==> src/core/lmfc_pkg.sv <==
// constants and types for the lin master frame and checksum block
package lmfc_pkg;
  // ****************************************
  // register offsets
  // ****************************************
  localparam logic [7:0] OFS_CTRL = 8'h00;
  localparam logic [7:0] OFS_MODE = 8'h04;
  localparam logic [7:0] OFS_IDENT = 8'h08;
  localparam logic [7:0] OFS_HOLD = 8'h0C;
  localparam logic [7:0] OFS_STAT = 8'h10;
  localparam logic [7:0] OFS_MASK = 8'h14;
  localparam logic [7:0] OFS_BAUD = 8'h20;
  localparam logic [7:0] OFS_RTO = 8'h24;
  localparam logic [7:0] OFS_TTG = 8'h28;
  localparam logic [7:0] OFS_PROT = 8'hE4;
  // ****************************************
  // fields and reset values
  // ****************************************
  localparam int CTRL_CLR_BIT = 0;
  localparam int STAT_RDY_BIT = 0;
  localparam int STAT_FTC_BIT = 1;
  localparam logic [23:0] WP_KEY = 24'h555341;
  localparam logic [15:0] BAUD_RST = 16'h0010;
  localparam logic [15:0] RTO_RST = 16'h0000;
  localparam logic [7:0] TTG_RST = 8'h00;
  localparam logic [7:0] MODE_RST = 8'h00;
  // ****************************************
  // frame timing in bit periods
  // ****************************************
  localparam logic [15:0] HDR_BITS = 16'h0022;
  localparam logic [15:0] BYTE_BITS = 16'h000A;
  localparam logic [15:0] SLOT_NUM = 16'h000E;
  localparam logic [15:0] SLOT_DEN = 16'h000A;
  // ****************************************
  // types
  // ****************************************
  typedef struct packed {
    logic spare;
    logic [2:0] fixed_len_m1;
    logic frame_slot_disable;
    logic checksum_disable;
    logic checksum_type_select;
    logic response_length_mode;
  } lmfc_mode_t;
  typedef enum logic [2:0] {
    ST_IDLE = 3'h0,
    ST_HDR = 3'h1,
    ST_DATA = 3'h3,
    ST_CSUM = 3'h2,
    ST_SLOT = 3'h6
  } lmfc_state_t;
endpackage

==> src/core/lmfc_top.sv <==
// lin master frame completion, checksum and write protect over ahb-lite
`timescale 1ns/1ps
`default_nettype none
// Overview of operation
// - in length mode, identifier bits 5:4 give 2, 2, 4 or 8 response bytes
// - checksum is the inverted eight-bit sum with carries folded back in
// - type select one: classic checksum over data bytes only
// - type select zero: enhanced checksum also covers the protected identifier
// - checksum disable: no checksum; software sends the last byte as data
// - with auto checksum, no transmit ready after the last data byte write
// - frame slot mode is on unless frame slot disable is one
// - in slot mode transmit ready stays low until the slot time elapses
// - frame complete sets right after the checksum byte, not slot end
// - writing the status reset command clears frame complete
// - minimum slot follows maximum frame time, header taken as 34 bits
// - protect enable changes only with the right key; key reads zero
// - protect enable blocks writes to mode, baud, timeout and timeguard
module lmfc_top (
  // clock and reset
  input wire logic mclk_in,
  input wire logic rstn_in,
  // ahb-lite slave
  input wire logic hsel_in,
  input wire logic [31:0] haddr_in,
  input wire logic [1:0] htrans_in,
  input wire logic hwrite_in,
  input wire logic [2:0] hsize_in,
  input wire logic [31:0] hwdata_in,
  input wire logic hready_in,
  output logic [31:0] hrdata_out,
  output logic hreadyout_out,
  output logic hresp_out,
  // byte stream to the line shifter
  output logic [7:0] tx_data_out,
  output logic tx_valid_out,
  input wire logic tx_ready_in,
  // status
  output logic transmit_ready_out,
  output logic irq_out
);
  // ****************************************
  // functions
  // ****************************************
  function automatic logic [7:0] csum_add(input logic [7:0] a, input logic [7:0] b);
    logic [8:0] s;
    s = {1'b0, a} + {1'b0, b};
    csum_add = s[7:0] + {7'h00, s[8]};
  endfunction

  function automatic logic [3:0] id_len(input logic [1:0] idb);
    case (idb)
      2'h2: id_len = 4'h4;
      2'h3: id_len = 4'h8;
      default: id_len = 4'h2;
    endcase
  endfunction

  function automatic logic [15:0] slot_bits(input logic [3:0] n);
    logic [15:0] frame;
    frame = lmfc_pkg::HDR_BITS + lmfc_pkg::BYTE_BITS * ({12'h000, n} + 16'h0001);
    slot_bits = (frame * lmfc_pkg::SLOT_NUM + lmfc_pkg::SLOT_DEN - 16'h0001) / lmfc_pkg::SLOT_DEN;
  endfunction

  // ****************************************
  // state
  // ****************************************
  lmfc_pkg::lmfc_state_t st_r, st_nxt;
  lmfc_pkg::lmfc_mode_t mode_r;
  logic a_wr_r;
  logic [7:0] a_addr_r;
  logic [31:0] hrdata_r;
  logic [15:0] baud_r, rto_r;
  logic [7:0] ttg_r, id_r, hold_r, csum_r, tx_data_r;
  logic protect_enable_r, hold_full_r, tx_valid_r, ftc_r, mask_r;
  logic chk_dis_r, chk_cls_r, slot_off_r;
  logic [3:0] total_r, wr_cnt_r, sent_cnt_r;
  logic [15:0] bit_cnt_r, slot_cnt_r, slot_len_r;

  // ****************************************
  // bus decode
  // ****************************************
  wire addr_ph = hsel_in && htrans_in[1] && hready_in;
  wire wr_ctrl = a_wr_r && a_addr_r == lmfc_pkg::OFS_CTRL;
  wire wr_mode = a_wr_r && a_addr_r == lmfc_pkg::OFS_MODE && !protect_enable_r;
  wire wr_ident = a_wr_r && a_addr_r == lmfc_pkg::OFS_IDENT;
  wire wr_hold = a_wr_r && a_addr_r == lmfc_pkg::OFS_HOLD;
  wire wr_stat = a_wr_r && a_addr_r == lmfc_pkg::OFS_STAT;
  wire wr_mask = a_wr_r && a_addr_r == lmfc_pkg::OFS_MASK;
  wire wr_baud = a_wr_r && a_addr_r == lmfc_pkg::OFS_BAUD && !protect_enable_r;
  wire wr_rto = a_wr_r && a_addr_r == lmfc_pkg::OFS_RTO && !protect_enable_r;
  wire wr_ttg = a_wr_r && a_addr_r == lmfc_pkg::OFS_TTG && !protect_enable_r;
  wire wr_prot = a_wr_r && a_addr_r == lmfc_pkg::OFS_PROT;
  wire key_ok = hwdata_in[31:8] == lmfc_pkg::WP_KEY;

  // ****************************************
  // frame control
  // ****************************************
  wire idle = st_r == lmfc_pkg::ST_IDLE;
  wire in_frame = st_r == lmfc_pkg::ST_HDR || st_r == lmfc_pkg::ST_DATA;
  wire tx_fire = tx_valid_r && tx_ready_in;
  wire tx_free = !tx_valid_r || tx_ready_in;
  wire tx_rdy = idle || (in_frame && !hold_full_r && wr_cnt_r < total_r);
  wire start = wr_ident && idle;
  wire hold_take = wr_hold && tx_rdy && in_frame;
  wire data_go = st_r == lmfc_pkg::ST_DATA && hold_full_r && tx_free;
  wire data_done = st_r == lmfc_pkg::ST_DATA && !hold_full_r && sent_cnt_r == total_r && tx_free;
  wire csum_go = data_done && !chk_dis_r;
  wire ftc_set = (data_done && chk_dis_r) || (st_r == lmfc_pkg::ST_CSUM && tx_fire);
  wire slot_done = slot_cnt_r >= slot_len_r;
  wire bit_tick = bit_cnt_r + 16'h0001 >= baud_r;
  wire [3:0] resp_len = mode_r.response_length_mode ? id_len(hwdata_in[5:4]) :
                        {1'b0, mode_r.fixed_len_m1} + 4'h1;
  wire [3:0] total_nxt = resp_len + {3'h0, mode_r.checksum_disable};
  wire [7:0] csum_init = mode_r.checksum_type_select ? 8'h00 : hwdata_in[7:0];

  always_comb begin
    st_nxt = st_r;
    case (st_r)
      lmfc_pkg::ST_IDLE: begin
        if (start && tx_free) begin
          st_nxt = lmfc_pkg::ST_HDR;
        end
      end
      lmfc_pkg::ST_HDR: begin
        if (tx_fire) begin
          st_nxt = lmfc_pkg::ST_DATA;
        end
      end
      lmfc_pkg::ST_DATA: begin
        if (csum_go) begin
          st_nxt = lmfc_pkg::ST_CSUM;
        end else if (ftc_set) begin
          st_nxt = slot_off_r ? lmfc_pkg::ST_IDLE : lmfc_pkg::ST_SLOT;
        end
      end
      lmfc_pkg::ST_CSUM: begin
        if (ftc_set) begin
          st_nxt = slot_off_r ? lmfc_pkg::ST_IDLE : lmfc_pkg::ST_SLOT;
        end
      end
      lmfc_pkg::ST_SLOT: begin
        if (slot_done) begin
          st_nxt = lmfc_pkg::ST_IDLE;
        end
      end
      default: st_nxt = lmfc_pkg::ST_IDLE;
    endcase
  end

  // ****************************************
  // read mux
  // ****************************************
  wire [7:0] ra = haddr_in[7:0];
  wire [31:0] rd_mux =
    ra == lmfc_pkg::OFS_MODE ? {24'h000000, mode_r} :
    ra == lmfc_pkg::OFS_IDENT ? {24'h000000, id_r} :
    ra == lmfc_pkg::OFS_STAT ? {30'h0000000, ftc_r, tx_rdy} :
    ra == lmfc_pkg::OFS_MASK ? {30'h0000000, mask_r, 1'b0} :
    ra == lmfc_pkg::OFS_BAUD ? {16'h0000, baud_r} :
    ra == lmfc_pkg::OFS_RTO ? {16'h0000, rto_r} :
    ra == lmfc_pkg::OFS_TTG ? {24'h000000, ttg_r} :
    ra == lmfc_pkg::OFS_PROT ? {31'h0000000, protect_enable_r} : 32'h00000000;

  // ****************************************
  // bus and configuration registers
  // ****************************************
  always_ff @(posedge mclk_in) begin
    if (!rstn_in) begin
      a_wr_r <= 1'b0;
      a_addr_r <= 8'h00;
      hrdata_r <= 32'h00000000;
    end else begin
      a_wr_r <= addr_ph && hwrite_in;
      a_addr_r <= haddr_in[7:0];
      if (addr_ph && !hwrite_in) begin
        hrdata_r <= rd_mux;
      end
    end
  end

  always_ff @(posedge mclk_in) begin
    if (!rstn_in) begin
      mode_r <= lmfc_pkg::MODE_RST;
      baud_r <= lmfc_pkg::BAUD_RST;
      rto_r <= lmfc_pkg::RTO_RST;
      ttg_r <= lmfc_pkg::TTG_RST;
      protect_enable_r <= 1'b0;
      mask_r <= 1'b0;
    end else begin
      if (wr_mode) mode_r <= hwdata_in[7:0];
      if (wr_baud) baud_r <= hwdata_in[15:0];
      if (wr_rto) rto_r <= hwdata_in[15:0];
      if (wr_ttg) ttg_r <= hwdata_in[7:0];
      if (wr_prot && key_ok) protect_enable_r <= hwdata_in[0];
      if (wr_mask) mask_r <= hwdata_in[lmfc_pkg::STAT_FTC_BIT];
    end
  end

  // ****************************************
  // frame engine registers
  // ****************************************
  always_ff @(posedge mclk_in) begin
    if (!rstn_in) begin
      st_r <= lmfc_pkg::ST_IDLE;
      id_r <= 8'h00;
      csum_r <= 8'h00;
      total_r <= 4'h0;
      chk_dis_r <= 1'b0;
      chk_cls_r <= 1'b0;
      slot_off_r <= 1'b0;
      slot_len_r <= 16'h0000;
    end else begin
      st_r <= st_nxt;
      if (start && tx_free) begin
        id_r <= hwdata_in[7:0];
        csum_r <= csum_init;
        total_r <= total_nxt;
        chk_dis_r <= mode_r.checksum_disable;
        chk_cls_r <= mode_r.checksum_type_select;
        slot_off_r <= mode_r.frame_slot_disable;
        slot_len_r <= slot_bits(resp_len);
      end else if (data_go) begin
        csum_r <= csum_add(csum_r, hold_r);
      end
    end
  end

  always_ff @(posedge mclk_in) begin
    if (!rstn_in) begin
      hold_r <= 8'h00;
      hold_full_r <= 1'b0;
      wr_cnt_r <= 4'h0;
      sent_cnt_r <= 4'h0;
    end else begin
      if (start) begin
        wr_cnt_r <= 4'h0;
        sent_cnt_r <= 4'h0;
      end else begin
        if (hold_take) wr_cnt_r <= wr_cnt_r + 4'h1;
        if (data_go) sent_cnt_r <= sent_cnt_r + 4'h1;
      end
      if (hold_take) begin
        hold_r <= hwdata_in[7:0];
        hold_full_r <= 1'b1;
      end else if (data_go) begin
        hold_full_r <= 1'b0;
      end
    end
  end

  always_ff @(posedge mclk_in) begin
    if (!rstn_in) begin
      tx_data_r <= 8'h00;
      tx_valid_r <= 1'b0;
    end else begin
      if (start && tx_free) begin
        tx_data_r <= hwdata_in[7:0];
        tx_valid_r <= 1'b1;
      end else if (data_go) begin
        tx_data_r <= hold_r;
        tx_valid_r <= 1'b1;
      end else if (csum_go) begin
        tx_data_r <= ~csum_r;
        tx_valid_r <= 1'b1;
      end else if (tx_fire) begin
        tx_valid_r <= 1'b0;
      end
    end
  end

  // ****************************************
  // bit timer, slot counter, status
  // ****************************************
  always_ff @(posedge mclk_in) begin
    if (!rstn_in) begin
      bit_cnt_r <= 16'h0000;
      slot_cnt_r <= 16'h0000;
      ftc_r <= 1'b0;
    end else begin
      bit_cnt_r <= (bit_tick || start) ? 16'h0000 : bit_cnt_r + 16'h0001;
      if (start) begin
        slot_cnt_r <= 16'h0000;
      end else if (bit_tick && !idle && !slot_done) begin
        slot_cnt_r <= slot_cnt_r + 16'h0001;
      end
      ftc_r <= ftc_set || (ftc_r && !(wr_ctrl && hwdata_in[lmfc_pkg::CTRL_CLR_BIT]) &&
               !(wr_stat && hwdata_in[lmfc_pkg::STAT_FTC_BIT]));
    end
  end

  assign hrdata_out = hrdata_r;
  assign hreadyout_out = 1'b1;
  assign hresp_out = 1'b0;
  assign tx_data_out = tx_data_r;
  assign tx_valid_out = tx_valid_r;
  assign transmit_ready_out = tx_rdy;
  assign irq_out = ftc_r && mask_r;
endmodule
`default_nettype wire

==> config.mk <==
export PLATFORM = sky130hd
export DESIGN_NAME = lmfc_top
export DESIGN_NICKNAME = d
export VERILOG_FILES = /design/src/core/lmfc_pkg.sv /design/src/core/lmfc_top.sv
export SDC_FILE = /design/constraint.sdc
export NUM_CORES = 1
export LEC_CHECK = 0
export ABC_AREA = 1
export ABC_CLOCK_PERIOD_IN_PS = 29300
export BUFFER_PORTS_ARGS = -buffer_cell sky130_fd_sc_hd__buf_2
export CORE_ASPECT_RATIO = 2
export CORE_MARGIN = 4
export CORE_UTILIZATION = 41
export CTS_BUF_LIST = sky130_fd_sc_hd__clkbuf_4
export DETAILED_ROUTE_END_ITERATION = 16
export PLACE_DENSITY = 0.57
export SYNTH_ARGS = -nofsm -noshare
export SYNTH_HDL_FRONTEND = slang
export SYNTH_SLANG_ARGS = --single-unit
==> constraint.sdc <==
create_clock -name mclk_in -period 29.3 [get_ports mclk_in]
set_input_delay 1.465 -clock mclk_in [delete_from_list [all_inputs] [get_ports mclk_in]]
set_output_delay 1.465 -clock mclk_in [all_outputs]
set_load 0.005 [all_outputs]
; ---- Word-level counts from Yosys, hierarchy flattened
; Cells that the tools add are included.
; W data, S select, Z words.
[totals]
ff_bits = 191
out_inout_bits = 45
[classes]
bitwise_logic = 2
n_reduce_logical = 65
muxes = 29
addsub = 12
n_eq_ne = 28
order_cmp = 3
div = 1
multipliers = 2
[ops]
columns = cell, count
row1 = $mux W16, 6
row2 = $mux W8, 7
row3 = $eq A8 B6 Y1 const B, 6
row4 = $logic_and A1 B1 Y1, 41
row5 = $add A16 B1 Y16 const B, 2
row6 = $eq A8 B5 Y1 const B, 4
row7 = $ge A16 B16 Y1, 2
row8 = $eq A24 B23 Y1 const B, 1
row9 = $eq A8 B4 Y1 const B, 3
row10 = $mux W3, 6
row11 = $div A16 B4 Y16 const B, 1
row12 = $eq A8 B3 Y1 const B, 2
row13 = $eq A8 B8 Y1 const B, 2
row14 = $sub A15 B1 Y16 const B, 1
row15 = $add A14 B4 Y15 const B, 1
row16 = $pmux W3 S5, 1
row17 = $mul A10 B3 Y13 const B, 1
row18 = $add A6 B9 Y10 const A, 1
row19 = $add A8 B8 Y9, 1
row20 = $logic_not A1 Y1, 9
row21 = $add A4 B1 Y4 const B, 2
row22 = $add A8 B1 Y8, 1
row23 = $logic_not A8 Y1, 1
row24 = $mul A3 B5 Y8 const A, 1
row25 = other kinds (23), 39

; ---- Depth between registers and ports, before layout
[logic_depth]
word_depth = 10
mapped_depth = 88

; ---- Least setup slack after synthesis
; OpenSTA, ideal clock, no wires.
[synth_timing]
path_kind = input-to-reg
startpoint = input hwdata_in[5]
endpoint = register slot_len_r[1]
setup_slack_ps = 19049
path_buffers = 1
arrival_time_ps = 10142
t_required_ps = 29191
path_stages = 75
path_cell_list = nand2_1 -> o21ai_0 -> inv_1 -> ha_1 -> inv_1 -> ha_1 -> ha_1 -> inv_1 -> fa_1 -> xnor2_1 -> nand2_1 -> xor2_1 -> xnor2_1 -> inv_1 -> ha_1 -> ha_1 -> a21oi_1 -> nand4_1 -> (+39 left out) -> nand2_4 -> nand2_4 -> nand2_1 -> nand2_2 -> nand2_2 -> nand4_1 -> nand2_1 -> nor2_4 -> nand2_4 -> buf_6 -> nand2_2 -> nand2_2 -> inv_2 -> nand3_1 -> nor2_1 -> nand3_1 -> nand2_1 -> inv_1
[synth_between]
elab_chain_cells = 10
[synth_rtl]
columns = item, line
row1 = "start, declared", lmfc_top.sv:28  ; input wire logic [31:0] hwdata_in,
row2 = $eq A2 B2 Y1, lmfc_top.sv:51  ; case (idb)
row3 = $pmux W4 S2 *, lmfc_top.sv:51
row4 = $mux W4 *, lmfc_top.sv:111  ; wire [3:0] resp_len = mode_r.response_length_mode ? id_len(hwdata_in[5:4]) :
row5 = $add A4 B1 Y5 *, lmfc_top.sv:60  ; frame = lmfc_pkg::HDR_BITS + lmfc_pkg::BYTE_BITS * ({12'h000, n} + 16'h0001);
row6 = $mul A3 B5 Y8 *, lmfc_top.sv:60
row7 = $add A6 B9 Y10 *, lmfc_top.sv:60
row8 = $mul A10 B3 Y13 *, lmfc_top.sv:61  ; slot_bits = (frame * lmfc_pkg::SLOT_NUM + lmfc_pkg::SLOT_DEN - 16'h0001) / lmfc_pkg::SLOT_DEN;
row9 = $add A14 B4 Y15 *, lmfc_top.sv:61
row10 = $sub A15 B1 Y16 *, lmfc_top.sv:61
row11 = $div A16 B4 Y16 *, lmfc_top.sv:61
row12 = "end signal, assigned", lmfc_top.sv:221  ; slot_len_r <= slot_bits(resp_len);
row13 = "end, declared", lmfc_top.sv:77  ; logic [15:0] bit_cnt_r, slot_cnt_r, slot_len_r;
; Every way passes the cells marked *; elsewhere a longest branch is shown, timed or not.
; A chain may end at the register's enable or synchronous reset.

; ---- Worst setup path after layout
; Same ends and word-level chain as after synthesis.

==> results.py <==
metrics = {
    "route": {
        "ant_nets": 0,
        "wl_per_cell_um": 15.6,
        "vias": 11300,
        "dr.pass1.iters": 5,
        "drt_iter0_drc": 572,
        "drc": 0,
        "drt_wl_total_um": 34400,
        "via_per_inst": 5.11,
    },
    "power": {
        "p_leak_nw": 6.15,
        "p_sw_w": 0.000194,
        "pwr-share-clk_pct": 26.2,
        "powerDensity_nw_per_um2": 40.5,
        "intPower_w": 0.000335,
        "total_power_w": 0.000529,
        "comb_power_share_pct": 29.4,
        "max-vdd-ir-drop_mv": 0.0298,
        "switching_share_pct": 36.7,
        "pwr-share-seq_pct": 44.4,
    },
    "global_route": {
        "grt_use_total_pct": 21.3,
        "grt_pass1_vias": 11200,
        "use_met2_pct": 43.7,
        "grtUsageMet3_pct": 2.59,
        "grt-ovfl-total": 0,
        "met1_usage_pct": 19.3,
        "grt_pass1_wl_um": 54800,
        "busiest_layer": "met2",
        "antenna_found_initial": 3,
        "grt_max_degree": 92,
    },
    "worst_setup_path": {
        "cp_common_cell": "nand2_1",
        "slowest_delay_ps": 520,
        "crit_type": "in -> reg",
        "rrSetupSlack_ps": 17950,
        "worstPathArrival_ps": 12030,
        "cp.required_ps": 29820,
        "critical-path-top-delay-family": "simple AND/OR/NAND/NOR gates",
        "cp_num_buf_inv": 8,
        "critPathMaxFanout": 13,
        "critPathCaptureType": "flip-flop",
        "worst_path_max_delay_cell": "xor2_1",
        "cp-start-kind": "primary input",
    },
    "clocking": {
        "cts_resized": 0,
        "numCtsBuffers": 17,
        "postCtsSetupBuffers": 0,
        "cts_max_level": 4,
        "cts_sinks": 171,
        "clkTransAtPathRegs_ps": 140,
        "hold_buffers": 0,
        "cts-root-buf": "clkbuf_4",
        "worstSkewPairLatency_ps": 610,
        "cts_buffer_depth": 2,
        "cts_tree": "yes",
    },
    "timing": {
        "hold_ws_ps": 440,
        "worst_slew_pin_slew_ps": 1150,
        "fmax_mhz": 86.9,
        "rsz0062_at_grt": "false",
        "slew-limit-headroom_pct": 23.2,
        "skew_ps": 29.7,
        "setup_viol": 0,
        "layout_min_cycle_time_ps": 11510,
        "finalMaxSlewViolations": 0,
        "hold_viol_final": 0,
        "tns_ps": 0,
        "post-route-period-util_pct": 39.3,
    },
    "finish": {
        "layout_common_cells": "nand2_1 (339), inv_1 (254), dfxtp_1 (171)",
        "mostFrequentLayoutCell": "nand2_1",
        "fin_nets": 1985,
        "instances_no_fill": 2203,
        "final_util_pct": 44.9,
        "areaGrowthSynthToFinish_pct": 7.59,
        "drive_above_1_share_pct": 14.3,
        "nFillCells": 3173,
    },
    "yosys": {
        "ys_seq_elements": 171,
        "syn_inst": 1768,
        "ys_types": 64,
        "async_flop_share_pct": 0,
        "syn_area_um2": 12100,
        "syn_area_per_cell_um2": 6.86,
        "synth-seq-area-share_pct": 28.2,
        "synthFlopType": "dfxtp_1",
        "ys_warn_count": 0,
        "synth_edf_count": 0,
    },
    "worst_hold_path": {
        "hold_class": "reg -> reg",
    },
    "die": {
        "ioPinCount": 120,
        "core_area_um2": 29100,
        "die_area_um2": 32600,
        "start_util_pct": 41.7,
        "die_w_um": 130,
        "rows": 88,
        "die_h_um": 251,
    },
    "run": {
        "cap_violations": 0,
    },
    "run_status": {
        "status": "completed",
    },
    "placement": {
        "dp_hpwl_um": 27600,
        "place.gp.congestion": 0.862,
        "place_inst": 2170,
        "io_buffers": 73,
    },
}
path summary, 6_finish.rpt:
| kind | from | to | depth (start not counted) |
|---|---|---|---|
| worst max-delay path | hwdata_in[5] | slot_len_r[1] | 75 |
| worst min-delay path | slot_cnt_r[14] | slot_cnt_r[14] | 2 |
| worst max register to register | mode_r[4] | slot_len_r[1] | 74 |
| worst min register to register | slot_cnt_r[14] | slot_cnt_r[14] | 2 |
cells by family (layout without fill, tap and decap cells):
logic type / count (synthesis) / count (layout) / share of synthesized area [%]
xor gates and xnor gates: 42 / 42 / 3.31
DFF: 171 / 171 / 28.2
other: 2 / 21 / 0.0619
AOI/OAI and AO/OA: 351 / 351 / 16.3
buffers and inverters: 343 / 399 / 11.4
and+or+nand+nor: 778 / 778 / 31.9
adders and majority gates: 81 / 81 / 8.79
synthesized netlist by cell type (7+ instances only):
library cell  count  area share (%)
fa_1              7             1.2
buf_4            18             1.1
nand3_1         119             4.9
nand3_2          10            0.83
clkinv_1          7            0.22
a21oi_1         154             6.4
nand4_1          22             1.1
a21o_1            7            0.43
nor2_4           10            0.93
clkbuf_1         33             1.0
xor2_1           29             2.1
xnor2_1          10            0.72
a31oi_1          11            0.57
ha_1             74             7.6
nand2_1         339              10
o211ai_1         11            0.68
inv_1           254             7.9
nand2_4          31             2.9
o21a_1           10            0.62
nand2_2          41             2.1
dfxtp_1         171              28
nor3_1           24            0.99
nand3b_1          7            0.43
nor2_2           12            0.62
o21ai_0         117             4.8
inv_2            25            0.77
nor2_1          137             4.2
worst register-to-register path, delay by kind of cell (launching register included):
kind	cells	cell delay [ps]
compound gates	5	1310
xor+xnor	3	950
fa+ha+maj	7	2200
buf+inv	7	740
flops	1	360
simple gates	52	5710
power by group through the flow:
stage	Sequential, W	Combinational [W]	Clock, W
final	0.000235	0.000155	0.000138
after floorplan	0.000240	0.000130	0
after detailed placement	0.000240	0.000156	0
after CTS	0.000235	0.000157	0.000144
after global routing	0.000235	0.000176	0.000152
after global placement	0.000240	0.000154	0
final cells by class:
class	count	area (µm²)	share of cell area, %
flip-flops and latches	171	3420	26.2
inverters	288	1090	8.35
repair buffers	81	425	3.26
clock buffers	17	128	0.978
well taps	360	450	3.45
diodes	3	7.51	0.0575
multi-input cells	1270	7380	56.6
clock inverters	13	145	1.11
registers in the layout, indices dropped and copies added (netlist names), 3 cells and up:
signal / cells
baud_r: 16
bit_cnt_r: 16
hrdata_out: 16
rto_r: 16
slot_cnt_r: 16
slot_len_r: 12
a_addr_r: 8
csum_r: 8
hold_r: 8
id_r: 8
mode_r: 8
ttg_r: 8
tx_data_out: 8
sent_cnt_r: 4
total_r: 4
wr_cnt_r: 4
st_r: 3
routing by layer:
| layer | routed length (µm) | share of wire, % |
|---|---|---|
| met1 | 11600 | 34 |
| met2 | 20100 | 58 |
| met3 | 924 | 2.7 |
| met4 | 1810 | 5.3 |
| met5 | 0 | 0 |
per-stage QoR:
stage | cell area [µm²] | setup WS (ps)
detailed placement | 12800 | 17030
finish | 13100 | 17790
global placement | 12800 | 17230
CTS | 13000 | 17690
global route | 13100 | 16650
floorplan | 12200 | 19050
Power figures use the tool's default switching activity.
